===== config.mk =====
export PLATFORM = sky130hd
export DESIGN_NAME = tx_pcs_path
export DESIGN_NICKNAME = d
export VERILOG_FILES = /design/src/tx_pcs_pkg.sv /design/src/enc_8b10b.sv /design/src/tx_pcs_path.sv
export SDC_FILE = /design/constraint.sdc
export NUM_CORES = 1
export LEC_CHECK = 0
export BUFFER_PORTS_ARGS = -buffer_cell sky130_fd_sc_hd__buf_2
export CORE_ASPECT_RATIO = 2
export CORE_MARGIN = 4
export CORE_UTILIZATION = 55
export CTS_CLUSTER_DIAMETER = 150
export DETAILED_ROUTE_END_ITERATION = 10
export GPL_ROUTABILITY_DRIVEN = 0
export PLACE_DENSITY = 0.73
export SYNTH_ARGS = -nofsm -noshare
export SYNTH_HDL_FRONTEND = slang
export SYNTH_SLANG_ARGS = --single-unit

===== constraint.sdc =====
create_clock -name clk_i -period 13.2 [get_ports clk_i]
set_input_delay 0 -clock clk_i [delete_from_list [all_inputs] [get_ports clk_i]]
set_output_delay 0 -clock clk_i [all_outputs]
set_load 0.01 [all_outputs]

===== src/tx_pcs_pkg.sv =====
// shared constants and types for the transmit pcs path
// assumes a single 25 MHz clock that stands for the serial bit clock
`default_nettype none
package tx_pcs_pkg;
    // code groups and xgmii characters
    localparam logic [7:0] K28_0   = 8'h1c;
    localparam logic [7:0] K28_3   = 8'h7c;
    localparam logic [7:0] K28_4   = 8'h9c;
    localparam logic [7:0] K28_5   = 8'hbc;
    localparam logic [7:0] K27_7   = 8'hfb;
    localparam logic [7:0] K29_7   = 8'hfd;
    localparam logic [7:0] K30_7   = 8'hfe;
    localparam logic [7:0] XG_IDLE = 8'h07;
    localparam logic [7:0] D21_5   = 8'hb5;
    localparam logic [7:0] D2_2    = 8'h42;
    localparam logic [7:0] D5_6    = 8'hc5;
    localparam logic [7:0] D16_2   = 8'h50;
    // idle randomiser and alignment spacing
    localparam logic [6:0] PRBS_SEED = 7'h01;
    localparam logic [4:0] A_MIN     = 5'h10;
    // pll lock after this many reference edges
    localparam logic [7:0] LOCK_EDGES = 8'h40;
    // fifo depth and serializer bit counts
    localparam logic [2:0] FIFO_DEPTH = 3'h4;
    localparam logic [3:0] SYM10_LAST = 4'h9;
    localparam logic [3:0] SYM8_LAST  = 4'h7;
    // valid multiplication factors
    localparam logic [4:0] MUL_2  = 5'h02;
    localparam logic [4:0] MUL_4  = 5'h04;
    localparam logic [4:0] MUL_5  = 5'h05;
    localparam logic [4:0] MUL_8  = 5'h08;
    localparam logic [4:0] MUL_10 = 5'h0a;
    localparam logic [4:0] MUL_16 = 5'h10;
    localparam logic [4:0] MUL_20 = 5'h14;

    typedef enum logic [1:0] {
        REF_PIN    = 2'h0,
        REF_FABRIC = 2'h1,
        REF_INTER  = 2'h2
    } ref_sel_t;

    // gigabit ethernet idle rewrite states
    typedef enum logic [1:0] {
        G_DATA  = 2'b01,
        G_IDLE2 = 2'b10
    } gst_t;

    typedef struct packed {
        ref_sel_t   ref_sel;
        logic       tx_used;
        logic [4:0] mult;
        logic       predivider;
    } pll_cfg_t;

    typedef struct packed {
        logic double_width;
        logic ten_bit;
        logic enc_bypass;
        logic xaui_mode;
        logic gigabit_ethernet_mode_idle_en;
    } cfg_t;

    typedef struct packed {
        logic [1:0]  c;
        logic [19:0] d;
    } fword_t;
endpackage
`default_nettype wire


===== src/enc_8b10b.sv =====
// combinational 8b/10b encoder with running disparity in and out
// assumes the caller registers the disparity; bit 0 of code_o goes out first
`default_nettype none
module enc_8b10b
    import tx_pcs_pkg::*;
(
    input  wire logic [7:0] data_i,
    input  wire logic       ctrl_i,
    input  wire logic       rd_i,
    output logic      [9:0] code_o,
    output logic            rd_o
);
    // 5b/6b code for negative disparity, abcdei with a at the top
    function automatic logic [5:0] t6(input logic [4:0] x);
        case (x)
            5'h00: t6 = 6'h27;  5'h01: t6 = 6'h1d;  5'h02: t6 = 6'h2d;  5'h03: t6 = 6'h31;
            5'h04: t6 = 6'h35;  5'h05: t6 = 6'h29;  5'h06: t6 = 6'h19;  5'h07: t6 = 6'h38;
            5'h08: t6 = 6'h39;  5'h09: t6 = 6'h25;  5'h0a: t6 = 6'h15;  5'h0b: t6 = 6'h34;
            5'h0c: t6 = 6'h0d;  5'h0d: t6 = 6'h2c;  5'h0e: t6 = 6'h1c;  5'h0f: t6 = 6'h17;
            5'h10: t6 = 6'h1b;  5'h11: t6 = 6'h23;  5'h12: t6 = 6'h13;  5'h13: t6 = 6'h32;
            5'h14: t6 = 6'h0b;  5'h15: t6 = 6'h2a;  5'h16: t6 = 6'h1a;  5'h17: t6 = 6'h3a;
            5'h18: t6 = 6'h33;  5'h19: t6 = 6'h26;  5'h1a: t6 = 6'h16;  5'h1b: t6 = 6'h36;
            5'h1c: t6 = 6'h0e;  5'h1d: t6 = 6'h2e;  5'h1e: t6 = 6'h1e;  default: t6 = 6'h2b;
        endcase
    endfunction

    // 3b/4b data code for negative disparity, fghj with f at the top
    function automatic logic [3:0] t4(input logic [2:0] y);
        case (y)
            3'h0: t4 = 4'hb;  3'h1: t4 = 4'h9;  3'h2: t4 = 4'h5;  3'h3: t4 = 4'hc;
            3'h4: t4 = 4'hd;  3'h5: t4 = 4'ha;  3'h6: t4 = 4'h6;  default: t4 = 4'he;
        endcase
    endfunction

    // 3b/4b code of control groups after a negative start
    function automatic logic [3:0] tk(input logic [2:0] y);
        case (y)
            3'h0: tk = 4'h4;  3'h1: tk = 4'h9;  3'h2: tk = 4'h5;  3'h3: tk = 4'h3;
            3'h4: tk = 4'h2;  3'h5: tk = 4'ha;  3'h6: tk = 4'h6;  default: tk = 4'h8;
        endcase
    endfunction

    logic [4:0] x;
    logic [2:0] y;
    logic       kv;
    logic       rdm;
    logic [5:0] s6;
    logic [3:0] s4;
    logic [9:0] cat;

    // disparity choice per sub-block, then reverse so a leaves first
    always_comb
    begin
        x   = data_i[4:0];
        y   = data_i[7:5];
        kv  = ctrl_i && (x == 5'h1c || (y == 3'h7 &&
              (x == 5'h17 || x == 5'h1b || x == 5'h1d || x == 5'h1e)));
        s6  = (kv && x == 5'h1c) ? 6'h0f : t6(x);
        s4  = t4(y);
        rdm = rd_i ^ ($countones(s6) != 3);
        if (kv)
        begin
            cat = {s6, tk(y)};
            if (rd_i)
                cat = ~cat;
        end
        else
        begin
            if (rd_i && ($countones(s6) != 3 || x == 5'h07))
                s6 = ~s6;
            if (y == 3'h7 && ((!rdm && (x == 5'h11 || x == 5'h12 || x == 5'h14)) ||
                              (rdm && (x == 5'h0b || x == 5'h0d || x == 5'h0e))))
                s4 = 4'h7;                                  // alternate .7 against runs
            if (rdm && ($countones(s4) != 2 || y == 3'h3))
                s4 = ~s4;
            cat = {s6, s4};
        end
        for (int i = 0; i < 10; i++)
            code_o[i] = cat[9 - i];
        rd_o = rd_i ^ ($countones(cat) != 5);
    end
endmodule
`default_nettype wire


===== src/tx_pcs_path.sv =====
// transmit path: pll lock model, phase fifo, byte serializer, idle
// rewrite, 8b/10b and lsb-first serializer
// assumes clk_i is the serial bit clock; reference inputs are async pins
`default_nettype none
// Function
// - pll yields serial, receiver and fabric clocks
// - one reference, chosen from three sources
// - pll off when no transmit channel used
// - optional pll locked flag
// - factors two and five need pin predivider
// - four-word fifo always in path
// - double width words split into two symbols
// - single width words pass straight through
// - byte plus control bit becomes code group
// - serial run never exceeds five bits when encoded
// - encoder bypass passes words unencoded
// - protocol selects xaui or gigabit ethernet
// - ethernet idles rewritten as i1 or i2
// - configuration sets kept, never produced
// - every ethernet idle ends negative disparity
// - ethernet idle rewrite can be disabled
// - xaui control characters map to k codes
// - xaui idles randomised k28.0/k28.5 by prbs7
// - k28.3 every 16 to 31 idles
// - idle randomisation needs no fabric action
// - serializer sends least significant bit first
module tx_pcs_path
    import tx_pcs_pkg::*;
(
    input  wire logic        clk_i,
    input  wire logic        rst_i,
    input  wire logic        dedicated_ref_pin_i,
    input  wire logic        fabric_ref_i,
    input  wire logic        inter_ref_i,
    input  wire pll_cfg_t    pll_cfg_i,
    input  wire cfg_t        cfg_i,
    input  wire logic        wr_valid_i,
    input  wire logic [19:0] wr_data_i,
    input  wire logic [1:0]  wr_ctrl_i,
    output logic             wr_ready_o,
    output logic             ser_o,
    output logic             fabric_tick_o,
    output logic             rx_ref_tick_o,
    output logic             pll_on_o,
    output logic             pll_locked_o,
    output logic             mult_err_o
);
    typedef struct packed {
        logic [2:0]      s1;
        logic [2:0]      s2;
        logic [2:0]      s3;
        logic [7:0]      lock_cnt;
        logic            locked;
        logic            pll_on;
        logic            merr;
        logic [3:0][21:0] mem;
        logic [1:0]      wp;
        logic [1:0]      rp;
        logic [2:0]      cnt;
        logic            rdy;
        logic            half;
        logic            rd;
        logic [6:0]      prbs;
        logic [4:0]      icnt;
        logic [4:0]      atgt;
        gst_t            gst;
        logic [9:0]      sh;
        logic [3:0]      bitcnt;
        logic            ser;
        logic            ftick;
        logic            rtick;
        logic [2:0]      run;
    } st_t;

    st_t        st;
    st_t        n;
    logic       redge;
    logic       push;
    logic       pop;
    logic       load;
    logic       avail;
    logic       conv;
    fword_t     head;
    logic [9:0] raw;
    logic [7:0] bb;
    logic       kk;
    logic [9:0] code;
    logic [9:0] ecode;
    logic       rd_nx;

    // multiplication factor check, low factors only through the pin divider
    function automatic logic mult_ok(input pll_cfg_t p);
        case (p.mult)
            MUL_4, MUL_8, MUL_10, MUL_16, MUL_20: mult_ok = 1'b1;
            MUL_2, MUL_5: mult_ok = p.predivider && p.ref_sel == REF_PIN;
            default: mult_ok = 1'b0;
        endcase
    endfunction

    enc_8b10b u_enc (
        .data_i (bb),
        .ctrl_i (kk),
        .rd_i   (st.rd),
        .code_o (ecode),
        .rd_o   (rd_nx)
    );

    // next-state logic for the whole path
    always_comb
    begin
        n     = st;
        n.s1  = {inter_ref_i, fabric_ref_i, dedicated_ref_pin_i};
        n.s2  = st.s1;
        n.s3  = st.s2;
        // single reference input from the selected source
        case (pll_cfg_i.ref_sel)
            REF_PIN:    redge = st.s2[0] & ~st.s3[0];
            REF_FABRIC: redge = st.s2[1] & ~st.s3[1];
            REF_INTER:  redge = st.s2[2] & ~st.s3[2];
            default:    redge = 1'b0;
        endcase
        n.merr   = !mult_ok(pll_cfg_i);
        n.pll_on = pll_cfg_i.tx_used;
        if (!pll_cfg_i.tx_used || n.merr)
        begin
            n.lock_cnt = '0;
            n.locked   = 1'b0;
        end
        else if (redge && !st.locked)
        begin
            n.lock_cnt = st.lock_cnt + 8'h01;
            n.locked   = (st.lock_cnt == LOCK_EDGES - 8'h01);
        end
        // phase compensation fifo, never bypassed
        push  = wr_valid_i && st.rdy;
        avail = (st.cnt != 3'h0);
        head  = st.mem[st.rp];
        load  = st.locked && (st.bitcnt == 4'h0);
        pop   = load && avail && (!cfg_i.double_width || st.half);
        if (push)
        begin
            n.mem[st.wp] = {wr_ctrl_i, wr_data_i};
            n.wp         = st.wp + 2'h1;
        end
        if (pop)
            n.rp = st.rp + 2'h1;
        n.cnt = st.cnt + {2'h0, push} - {2'h0, pop};
        n.rdy = (n.cnt != FIFO_DEPTH);
        if (load && avail)
            n.half = cfg_i.double_width && !st.half;
        // lane select: lower half first, raw 10-bit lanes only in bypass
        if (cfg_i.enc_bypass && cfg_i.ten_bit)
            raw = st.half ? head.d[19:10] : head.d[9:0];
        else
            raw = {2'h0, st.half ? head.d[15:8] : head.d[7:0]};
        bb   = raw[7:0];
        kk   = head.c[st.half];
        conv = 1'b0;
        if (!avail)
        begin
            bb = cfg_i.xaui_mode ? XG_IDLE : K28_5;                     // filler on underrun
            kk = 1'b1;
            raw = {2'h0, bb};
        end
        // protocol state machine, only with the encoder in the path
        if (!cfg_i.enc_bypass && cfg_i.xaui_mode)
        begin
            if (kk)
            begin
                case (bb)
                    XG_IDLE:
                    begin
                        if (load)
                        begin
                            n.prbs = {st.prbs[5:0], st.prbs[6] ^ st.prbs[5]};
                            n.icnt = st.icnt + 5'h01;
                        end
                        if (st.icnt >= st.atgt)
                        begin
                            bb = K28_3;
                            if (load)
                            begin
                                n.icnt = '0;
                                n.atgt = {1'b1, st.prbs[3:0]};
                            end
                        end
                        else
                            bb = st.prbs[0] ? K28_5 : K28_0;
                    end
                    K28_4, K27_7, K29_7, K30_7: bb = bb;
                    default: bb = K30_7;
                endcase
            end
        end
        else if (!cfg_i.enc_bypass && cfg_i.gigabit_ethernet_mode_idle_en)
        begin
            case (st.gst)
                G_IDLE2:
                begin
                    if (!kk && bb != D21_5 && bb != D2_2)
                    begin
                        bb   = st.rd ? D16_2 : D5_6;
                        conv = 1'b1;
                    end
                    if (load)
                        n.gst = (kk && bb == K28_5) ? G_IDLE2 : G_DATA;
                end
                G_DATA:
                    if (load && kk && bb == K28_5)
                        n.gst = G_IDLE2;
                default: n.gst = G_DATA;
            endcase
        end
        else
            n.gst = G_DATA;
        code = cfg_i.enc_bypass ? raw : ecode;
        // serializer, lsb first
        if (!st.locked)
        begin
            n.bitcnt = '0;
            n.ser    = 1'b0;
            n.sh     = '0;
        end
        else if (load)
        begin
            n.ser    = code[0];
            n.sh     = {1'b0, code[9:1]};
            n.bitcnt = (cfg_i.enc_bypass && !cfg_i.ten_bit) ? SYM8_LAST : SYM10_LAST;
            if (!cfg_i.enc_bypass)
                n.rd = rd_nx;
        end
        else
        begin
            n.ser    = st.sh[0];
            n.sh     = {1'b0, st.sh[9:1]};
            n.bitcnt = st.bitcnt - 4'h1;
        end
        // derived slow clocks: fabric tick halves in double width
        n.rtick = load;
        n.ftick = pop;
        // run length monitor of the encoded stream
        if (!st.locked || cfg_i.enc_bypass)
            n.run = '0;
        else if (st.run != 3'h0 && n.ser == st.ser && st.run != 3'h7)
            n.run = st.run + 3'h1;
        else
            n.run = 3'h1;
    end

    // state register
    always_ff @(posedge clk_i)
    begin
        if (rst_i)
        begin
            st      <= '0;
            st.prbs <= PRBS_SEED;
            st.atgt <= A_MIN;
            st.gst  <= G_DATA;
        end
        else
            st <= n;
    end

    // outputs straight from the state register
    assign wr_ready_o    = st.rdy;
    assign ser_o         = st.ser;
    assign fabric_tick_o = st.ftick;
    assign rx_ref_tick_o = st.rtick;
    assign pll_on_o      = st.pll_on;
    assign pll_locked_o  = st.locked;
    assign mult_err_o    = st.merr;

    property p_fifo_depth;
        @(posedge clk_i) disable iff (rst_i)
        !$past(rst_i) |-> (st.cnt <= FIFO_DEPTH) && (wr_ready_o == (st.cnt != FIFO_DEPTH));
    endproperty
    a_fifo_depth: assert property (p_fifo_depth)
        else $error("fifo count or ready wrong");

    property p_off_unlocked;
        @(posedge clk_i) disable iff (rst_i)
        !pll_cfg_i.tx_used |=> !pll_locked_o && !pll_on_o;
    endproperty
    a_off_unlocked: assert property (p_off_unlocked)
        else $error("pll locked while powered off");

    property p_low_factor;
        @(posedge clk_i) disable iff (rst_i)
        (pll_cfg_i.mult == MUL_5 && !pll_cfg_i.predivider) |=> mult_err_o ##1 !pll_locked_o;
    endproperty
    a_low_factor: assert property (p_low_factor)
        else $error("factor five accepted without predivider");

    property p_run_limit;
        @(posedge clk_i) disable iff (rst_i)
        st.run <= 3'h5;
    endproperty
    a_run_limit: assert property (p_run_limit)
        else $error("run length above five");

    property p_lsb_first;
        @(posedge clk_i) disable iff (rst_i)
        (load && !cfg_i.enc_bypass) |=> ser_o == $past(ecode[0]) ##1 ser_o == $past(ecode[1], 2);
    endproperty
    a_lsb_first: assert property (p_lsb_first)
        else $error("serial order not lsb first");

    property p_double_pop;
        @(posedge clk_i) disable iff (rst_i)
        (fabric_tick_o && $past(cfg_i.double_width)) |-> $past(st.half);
    endproperty
    a_double_pop: assert property (p_double_pop)
        else $error("double word popped before upper half");

    property p_single_pop;
        @(posedge clk_i) disable iff (rst_i)
        (load && avail && !cfg_i.double_width) |=> fabric_tick_o && rx_ref_tick_o;
    endproperty
    a_single_pop: assert property (p_single_pop)
        else $error("single width word not passed");

    property p_idle_neg;
        @(posedge clk_i) disable iff (rst_i)
        (load && conv) |=> !st.rd;
    endproperty
    a_idle_neg: assert property (p_idle_neg)
        else $error("idle set did not end negative");

    property p_align_gap;
        @(posedge clk_i) disable iff (rst_i)
        (load && cfg_i.xaui_mode && !cfg_i.enc_bypass && kk && bb == K28_3)
            |-> st.icnt >= A_MIN;
    endproperty
    a_align_gap: assert property (p_align_gap)
        else $error("alignment group too early");

    property p_reset_state;
        @(posedge clk_i) disable iff (rst_i)
        $fell(rst_i) |-> !st.rd && st.prbs != 7'h00;
    endproperty
    a_reset_state: assert property (p_reset_state)
        else $error("bad disparity or seed after reset");
endmodule
`default_nettype wire


* Word level (Yosys, flattened, before mapping) *
Memory sizes are Yosys's and may differ from the RTL's.
Cells that the tools add are included.

storage, ports and cells
  register bits after elaboration = 153
  bits in read-only memories = 192
  output and inout bits = 7
  memories = 1

memory list
  name             words  bits a word  rd ports  clocked after Yosys merged registers in  write ports  line             RTL
  (no name shown)  32     6            1         0                                        0            enc_8b10b.sv:15  case (x)

cells by class
  add/sub/neg operators = 24
  order comparisons = 5
  equal/unequal tests = 46
  multiplexer cells = 49
  bitwise logic cells = 15
  reductions and logical operators = 61

operators with widths
  operator                                                               number
  32-bit adder                                                           7
  8-bit 2-to-1 mux                                                       14
  88-bit bitwise mux                                                     1
  10-bit 2-to-1 mux                                                      8
  32-bit by 3-bit != test with 1-bit output, second input constant       2
  4-bit case mux with 7 select lines                                     2
  5-bit equality test, second input constant                             10
  8-bit equality test, second input constant                             6
  22-bit binary-select mux with 2-bit select                             1
  22-bit demux with 2-bit select                                         1
  22-bit 2-to-1 mux                                                      2
  32-bit by 4-bit != test with 1-bit output, second input constant       1
  5-bit by 4-bit equality test with 1-bit output, second input constant  5
  1-bit logical AND                                                      25
  1-bit by 1-bit adder with 2-bit output                                 10
  4-bit 2-to-1 mux                                                       5
  8-bit case mux with 2 select lines                                     1
  5-bit by 3-bit equality test with 1-bit output, second input constant  3
  14-bit 2-to-1 mux                                                      1
  1-bit logical OR                                                       13
  3-bit equality test, second input constant                             4
  6-bit 2-to-1 mux                                                       2
  10-bit NOT                                                             1
  1-bit zero test                                                        9
  other kinds (41)                                                       66

* Longest topological paths before layout *
Gate-level depths: netlist (run 1).

  word-level depth = 48
  gate-level depth with buffers = 52
  gate-level depth less buffers = 47

* Cells and area by module *
From an unflattened synthesis (run 1), not the netlist that was laid out.

unflattened totals
  cell total of the unflattened synthesis = 1039
  area total of the unflattened synthesis = 8585.7 µm²

by module, submodules not included
  module       instances  cells each  area each (µm²)
  tx_pcs_path  1          872         7267.0
  enc_8b10b    1          167         1318.8

* Worst setup path before layout (run 1) *
OpenSTA, ideal clock, no wires.

  kind = register to register
  from = reg st[45] in the netlist's numbering
  to = reg st[39] in the netlist's numbering
  arrival time = 10071 ps
  data required time = 13072 ps
  slack = 3001 ps
  stages on the path, launching flop included = 44
  clock period less this slack = 10199 ps
  path through = dfxtp_1 buf_6 buf_6 mux4_2 and3_4 o41ai_4 nand3b_4 o41ai_4 a21o_4 nand2_4 o31ai_1 inv_1 ha_1 nand3_1 o211ai_1 a21boi_0 a2bb2oi_1 ha_1 [8 not listed] ha_1 ha_1 fa_1 nand2_1 nand2_1 o21ai_0 xor2_1 mux2i_1 ha_1 inv_1 fa_1 inv_1 fa_1 fa_1 mux2_2 a311oi_1 xnor2_1 nor2_1

on the way
  longest elaborated chain between the ends = 48

RTL lines
  item                                                          line                                    RTL
  start: declaration                                            tx_pcs_path.sv:75                       st_t st;
  start signal: assignment                                      tx_pcs_path.sv:261                      st <= n;
  22-bit binary-select mux with 2-bit select *                  tx_pcs_path.sv:137                      head = st.mem[st.rp];
  22-bit 2-to-1 mux (not written as such) *                     tx_pcs_path.sv:137
  8-bit 2-to-1 mux, or another cell as far along                tx_pcs_path.sv:155                      raw = {2'h0, st.half ? head.d[15:8] : head.d[7:0]};
  10-bit 2-to-1 mux or 1-bit 2-to-1 mux (tied branches)         tx_pcs_path.sv:152, tx_pcs_path.sv:157
  8-bit 2-to-1 mux or 1-bit 2-to-1 mux (tied branches)          tx_pcs_path.sv:159                      if (!avail)
  8-bit != test or 1-bit zero test (tied branches)              tx_pcs_path.sv:200                      if (!kk && bb != D21_5 && bb != D2_2)
  1-bit logical AND (2 in a row)                                tx_pcs_path.sv:200
  8-bit 2-to-1 mux                                              tx_pcs_path.sv:200
  [30 not listed]                                               --
  1-bit logical AND                                             enc_8b10b.sv:74                         if (rdm && ($countones(s4) != 2 || y == 3'h3))
  4-bit 2-to-1 mux                                              enc_8b10b.sv:74
  10-bit 2-to-1 mux *                                           enc_8b10b.sv:61                         if (kv)
  1-bit by 1-bit adder with 2-bit output (not written as such)  enc_8b10b.sv:80                         rd_o = rd_i ^ ($countones(cat) != 5);
  32-bit adder (not written as such) (2 in a row)               enc_8b10b.sv:80
  32-bit adder (not written as such) *                          enc_8b10b.sv:80
  32-bit by 4-bit != test with 1-bit output *                   enc_8b10b.sv:80
  1-bit XOR *                                                   enc_8b10b.sv:80

Every way passes the cells marked *; elsewhere a longest branch is shown, timed or not. The select of a mux whose other input is x is not followed.
A chain may end at the register's enable or synchronous reset.

* Final worst setup path (run 1) *
Ends and elaborated chain as after synthesis.

==> metrics.md, run 1 <==
| Metric | Value |
|---|---|
| Run status | `finished, final reports clean` |
| Placeable Area | `15,290 sq um` |
| CP required | `13.51 ns` |
| WL per Instance | `17.73 um` |
| Inserted Clock Buffers | `17` |
| Sinks on Clock Net | `152` |
| Initial Util | `0.5605` |
| Worst-Skew Late Latency | `approximately 0.43 ns` |
| # Max-Cap Violations | `0` |
| Start point of the critical path | `st[45]$_SDFFE_PP0P_` |
| Seq pwr share | `0.243` |
| RSZ-0062 raised after global routing | `no` |
| Initial antenna violation count | `0` |
| Syn_nets | `1,144` |
| Worst path most repeated cell | `ha_1` |
| Layout cell share with drive strength beyond 1 | `0.1082` |
| Pins over their slew limit | `0` |
| Top_reg_cell synth | `dfxtp_1` |
| Worst Hold Class | `in -> reg` |
| FP Rows | `64` |
| Setup Skew | `0.01310 ns` |
| Nets | `1,187` |
| Worst VDD drop | `0.2299 mV` |
| Syn Inst Count | `~1,100` |
| Antenna violation net count after detailed routing | `0` |
| Die ar. | `approximately 18,000 sq um` |
| CP startpoint kind | `flip-flop` |
| Pleak | `~3.6 nW` |
| Clock root cell | `clkbuf_16` |
| Clock Tree Buf Depth | `2` |
| Grt total ovfl | `0` |
| H-tree Lvls | `4` |
| First-pass GRT wire length | `~38,000 um` |
| Sequential share of the synthesized area | `0.3549` |
| # DRC | `0` |
| PortBufs | `48` |
| Vias per cell | `5.923` |
| Fin. Hold Viols | `0` |
| All-Layer GR Usage | `0.2744` |
| Hold path startpoint | `cfg_i[4]` |
| Switch Pwr | `0.7970 mW` |
| Kind of end point of the critical path | `flip-flop` |
| PnR Total Power | `1.956 mW` |
| Logic pwr share | `0.506` |
| Sw Share | `0.4074` |
| Die Ht | `between 150 and 200 um` |
| TNS Setup | `0 ns` |
| CTS tree | `yes` |
| Final setup viols | `0` |
| WP data arrival | `about 12 ns` |
| Worst-path fanout max | `23` |
| Layout area overhead | `13.94%` |
| Post-CTS Setup Inserts | `0` |
| Mean Syn Cell Area | `8.142 sq um` |
| Ant. Diodes | `0` |
| Worst-Margin Slew | `roughly 1.1 ns` |
| Crit-path max cell delay | `0.79 ns` |
| Syn. warnings | `0` |
| I/O Pins | `49` |
| Tcrit/Tclk final | `0.8941` |
| Die width | `96.28 um` |
| Hpwl dp | `16,310 um` |
| Via count | `7,741` |
| Most frequent cells in the layout | `nand2_1 (238), dfxtp_1 (151), a21oi_1 (125)` |
| Count of state elements after synthesis | `152` |
| Initial DRC count | `367` |
| Clock Power Share | `0.251` |
| Area of the mapped netlist | `8573 sq um` |
| Worst-path clk slew | `0.07 ns` |
| WL final | `23,170 um` |
| Final worst path period need | `between 10 and 15 ns` |
| Internal power | `1.159 mW` |
| Crit-path slowest cell | `dfxtp_2` |
| Yosys cell types | `82` |
| Reg-to-Reg Start | `st[45]$_SDFFE_PP0P_` |
| Pwr/cell area | `approximately 200 nW/um^2` |
| Slew headroom | `0.2673` |
| Max Clk Rate | `approximately 85 MHz` |
| Post-synth EDFFs | `0` |
| Vias in the first global route | `7,611` |
| Commonest non-fill, non-tap cell in the layout | `nand2_1` |
| DR pass1 iterations | `5` |
| Largest net degree at the start of global routing | `101` |
| Type of the worst setup path | `reg -> reg` |
| Post-synth ARST share | `0` |
-- sequential cells by signal, indices dropped and copies added, names as in the netlist, named ones only --
name and cells:
st 135, n 6, fabric_tick_o 1, mult_err_o 1
pll_locked_o 1, pll_on_o 1, rx_ref_tick_o 1, ser_o 1
wr_ready_o 1
-- synth_stat cells (all sizes together) (11+ instances only) --
| cell | n | area (sq um) |
|---|---|---|
| clkbuf | 45 | 168.9 |
| dfxtp | 152 | 3043 |
| nand2 | 239 | 904.6 |
| ha | 39 | 488.0 |
| nor2 | 63 | 236.5 |
| nand2b | 12 | 75.07 |
| nand3 | 11 | 55.05 |
| a21oi | 125 | 625.6 |
| nor2b | 19 | 118.9 |
| mux2i | 35 | 350.3 |
| xnor2 | 24 | 210.2 |
| o22ai | 12 | 75.07 |
| nor3 | 20 | 100.1 |
| buf | 16 | 110.1 |
| and3 | 15 | 98.84 |
| inv | 41 | 153.9 |
| o21ai | 32 | 160.2 |
-- cell families (layout without fill, tap and decap cells) --
group | after synthesis | count (layout) | synth area share
simple gates | 424 | 424 | 0.2278
compound gates | 242 | 242 | 0.1829
flops | 152 | 152 | 0.3549
buf+inv | 102 | 158 | 0.05050
mux | 50 | 50 | 0.06889
fa+ha+maj | 49 | 49 | 0.08027
xor+xnor | 34 | 34 | 0.03473
-- final timing paths --
kind                          to  slack, ns  cells after the start
max          st[39]$_SDFFE_PP0P_       1.40                     42
min          st[40]$_SDFFE_PP0P_       0.02                      4
max reg2reg  st[39]$_SDFFE_PP0P_       1.40                     42
min reg2reg    n[149]$_SDFF_PP0_       0.45                      1
-- power groups by stage --
stage               combinational, mW  sequential, mW  clock [mW]
finish                          0.990           0.475       0.491
global route                     1.14           0.476       0.517
CTS                             0.990           0.475       0.496
detailed placement              0.974           0.485           0
global placement                0.948           0.485           0
floorplan                       0.769           0.484           0
-- routing by layer --
metal / track usage / share of wire / vias to the layer above / wire length, um
met1: 0.2838 / 0.35 / 3676 / 8225
met2: 0.4968 / 0.55 / 251 / 12660
li1: - / - / 3719 / -
met5: 0 / 0 / - / 0
met4: 0.1739 / 0.062 / 0 / 1447
met3: 0.04085 / 0.036 / 95 / 838
-- worst max-delay path, delay by kind of cell (launching register included) --
| family | cells | cell delay (ns) |
|---|---|---|
| buffers and inverters | 4 | 0.63 |
| adder cells (fa/ha/maj) | 11 | 4.00 |
| XOR/XNOR | 3 | 0.70 |
| multiplexers | 3 | 0.73 |
| AO/OA/AOI/OAI | 12 | 3.59 |
| flip-flops | 1 | 0.79 |
| AND/OR/NAND/NOR | 9 | 1.21 |
-- metrics by stage --
step	std cells	cell area [sq um]	util	setup WS [ns]	hold WS [ns]
3_5_place_dp	1241	8821	0.5767	1.593	0.2165
5_1_grt	1307	9768	0.6387	0.5406	0.03315
6_report	1307	9768	0.6387	1.398	0.01541
2_1_floorplan	1053	8573	-	3.001	0.08309
4_1_cts	1307	9768	0.6387	1.562	0.01192
3_3_place_gp	1241	8821	0.5767	1.948	0.2103
-- area by class of cell --
type / instances / area [sq um]
sequential: 152 / 3044
clock buffer: 18 / 439.2
multi-input combinational: 799 / 5097
clock inverter: 14 / 167.7
inverter: 41 / 153.9
tap: 198 / 247.7
timing repair buffer: 85 / 618.1
fill: 1336 / 5527
-- repair_timing --
item	in CTS	in global routing
endpoints found under the hold margin	113	0
resized for setup	0	0
hold buffers	34	0
No activity file was read; power rests on OpenSTA's default activity.
==> run 2, diff against run 1 <==
- clock period: 13.2 -> 13.9 ns (I/O delays scaled with it)
==> metrics.md, run 2 (synthesized netlist as in run 1, its figures left out) <==
| Metric | Value |
|---|---|
| Setup Skew | `0.008796 ns (-0.004300 ns)` |
| H-tree Lvls | `4 (unchanged)` |
| Reg2Reg Depth | `43 (+2.4%)` |
| Vias in the first global route | `7,910 (+3.9%)` |
| Hpwl dp | `16,630 um (+2.0%)` |
| Crit-path max cell delay | `0.92 ns (+0.13 ns)` |
| Internal power | `1.109 mW (-4.4%)` |
| Initial DRC count | `430 (+17%)` |
| # DRC | `0 (unchanged)` |
| Fin. Hold Viols | `0 (unchanged)` |
| Final setup viols | `0 (unchanged)` |
| Worst-path fanout max | `28 (+22%)` |
| Vias per cell | `5.949 (+0.44%)` |
| # Max-Cap Violations | `0 (unchanged)` |
| RSZ-0062 raised after global routing | `no` |
| Pleak | `3.588 nW (-0.57%)` |
| TNS Setup | `0 ns (unchanged)` |
| Layout area overhead | `13.51%` |
| Worst-Skew Late Latency | `0.44 ns (about the same)` |
| FP Rows | `64 (unchanged)` |
| CTS tree | `yes` |
| Die ar. | `17,770 sq um (unchanged)` |
| Type of the worst setup path | `reg -> reg` |
| Seq pwr share | `0.244 (about the same)` |
| Die width | `96.28 um (unchanged)` |
| Sinks on Clock Net | `152 (unchanged)` |
| Post-CTS Setup Inserts | `0 (unchanged)` |
| # resized after CTS | `0 (unchanged)` |
| Logic pwr share | `0.508 (+0.002)` |
| Worst path most repeated cell | `ha_1` |
| Worst-Margin Slew | `1.071 ns (-0.02829 ns)` |
| Reg-to-Reg Start | `st[45]$_SDFFE_PP0P_` |
| Nets | `1,187 (unchanged)` |
| Reg2reg end | `st[39]$_SDFFE_PP0P_` |
| WL per Instance | `17.84 um (+0.65%)` |
| Inserted Clock Buffers | `17 (unchanged)` |
| Slew headroom | `0.2862 (+0.01886)` |
| Clock root cell | `clkbuf_16` |
| Switch Pwr | `0.7443 mW (-6.6%)` |
| Worst Hold Class | `in -> reg` |
| Via count | `7,775 (+0.44%)` |
| WL final | `23,320 um (+0.65%)` |
| Antenna violation net count after detailed routing | `0 (unchanged)` |
| Largest net degree at the start of global routing | `103 (+2.0%)` |
| Ant. Diodes | `0 (unchanged)` |
| Pins over their slew limit | `0 (unchanged)` |
| Max Clk Rate | `84.21 MHz (-0.62%)` |
| Final core occ | `0.6363 (-0.002373)` |
| WP data arrival | `12.20 ns (+0.09 ns)` |
| Clock Tree Buf Depth | `2 (unchanged)` |
| Final worst path period need | `11.88 ns (+0.07361 ns)` |
| Start point of the critical path | `st[45]$_SDFFE_PP0P_` |
| Initial antenna violation count | `0 (unchanged)` |
| Critical Path Sink | `st[39]$_SDFFE_PP0P_` |
| Layout cell share with drive strength beyond 1 | `0.1091 (+0.0009017)` |
| Top reg by flops | `st` |
| Initial Util | `0.5605 (unchanged)` |
| Worst VDD drop | `0.2669 mV (+16%)` |
| Placeable Area | `15,290 sq um (unchanged)` |
| PortBufs | `48 (unchanged)` |
| Crit-path slowest cell | `dfxtp_2` |
| CP required | `14.22 ns (+0.71 ns)` |
| First-pass GRT wire length | `38,010 um (+0.57%)` |
| Commonest non-fill, non-tap cell in the layout | `nand2_1` |
| Grt total ovfl | `0 (unchanged)` |
| Hold-fix buffers, CTS | `33 (-2.9%)` |
| Reg-to-reg slack, setup | `2.02 ns (+0.63 ns)` |
| Kind of end point of the critical path | `flip-flop` |
| Fill cell count | `1,331 (-0.37%)` |
| Max reg flops | `135 (unchanged)` |
| Pwr/cell area | `190.4 nW/um^2 (-4.9%)` |
| I/O Pins | `49 (unchanged)` |
| DR pass1 iterations | `5 (unchanged)` |
| Run status | `finished, final reports clean` |
| Die Ht | `184.6 um (unchanged)` |
| Clock Power Share | `0.248 (-0.003)` |
| Sw Share | `0.4016 (-0.005744)` |
| Most frequent cells in the layout | `nand2_1 (238), dfxtp_1 (151), a21oi_1 (125)` |
| CP startpoint kind | `flip-flop` |
| All-Layer GR Usage | `0.2764 (+0.002011)` |
| Tcrit/Tclk final | `0.8544 (-0.03973)` |
| Worst-path clk slew | `0.07 ns (about the same)` |
run 2: layer usage:
layer / routed length, um / up-vias / part of all wire / global-route usage
li1: - / 3720 / - / -
met1: 8115 / 3669 / 0.35 / 0.2803
met2: 12370 / 283 / 0.53 / 0.4921
met3: 1095 / 103 / 0.047 / 0.04085
met4: 1744 / 0 / 0.075 / 0.2052
met5: 0 / - / 0 / 0
run 2: through the flow:
| stage | std cells | hold WS (ns) | area (sq um) | setup slack (ns) | power, mW |
|---|---|---|---|---|---|
| global route | 1307 | 0.08429 | 9732 | 1.240 | 2.008 |
| detailed placement | 1242 | 0.2233 | 8816 | 2.196 | 1.397 |
| CTS | 1307 | 0.008546 | 9732 | 2.111 | 1.864 |
| finish | 1307 | 0.01174 | 9732 | 2.024 | 1.853 |
| floorplan | 1053 | 0.08309 | 8573 | 3.701 | 1.189 |
| global placement | 1242 | 0.2124 | 8816 | 2.369 | 1.379 |
run 2: critical path, delay by kind of cell, from the launching register on:
| kind | cells | cell delay, ns |
|---|---|---|
| xor gates and xnor gates | 3 | 0.69 |
| muxes | 3 | 0.80 |
| AOI/OAI and AO/OA | 12 | 2.91 |
| DFF | 1 | 0.92 |
| buffers and inverters | 5 | 0.84 |
| and+or+nand+nor | 9 | 1.59 |
| adders and majority gates | 11 | 3.95 |
run 2: final cells by class:
type	instances	area [sq um]	share of cell area
timing repair buffer	85	603.1	0.06197
multi-input combinational	799	5097	0.5238
clock buffer	17	425.4	0.04371
sequential	152	3044	0.3128
inverter	41	153.9	0.01581
tap	198	247.7	0.02546
clock inverter	15	160.2	0.01646
run 2: worst min path at each step:
stage | depth (start not counted) | end | slack, ns | start
after floorplan | 1 | pll_on_o$_SDFF_PP0_ | 0.08 | rst_i
after global placement | 2 | n[153]$_SDFF_PP0_ | 0.21 | inter_ref_i
after detailed placement | 2 | n[153]$_SDFF_PP0_ | 0.22 | inter_ref_i
after CTS | 4 | st[40]$_SDFFE_PP0P_ | 0.009 | cfg_i[4]
after global routing | 4 | st[40]$_SDFFE_PP0P_ | 0.08 | cfg_i[4]
final | 3 | fabric_tick_o$_SDFF_PP0_ | 0.01 | cfg_i[4]
run 2: power groups by stage:
stage	combinational (mW)	sequential (mW)	clock, mW
final	0.942	0.451	0.460
after global routing	1.07	0.452	0.483
after CTS	0.949	0.451	0.464
after detailed placement	0.936	0.461	0
after global placement	0.919	0.461	0
after floorplan	0.730	0.459	0
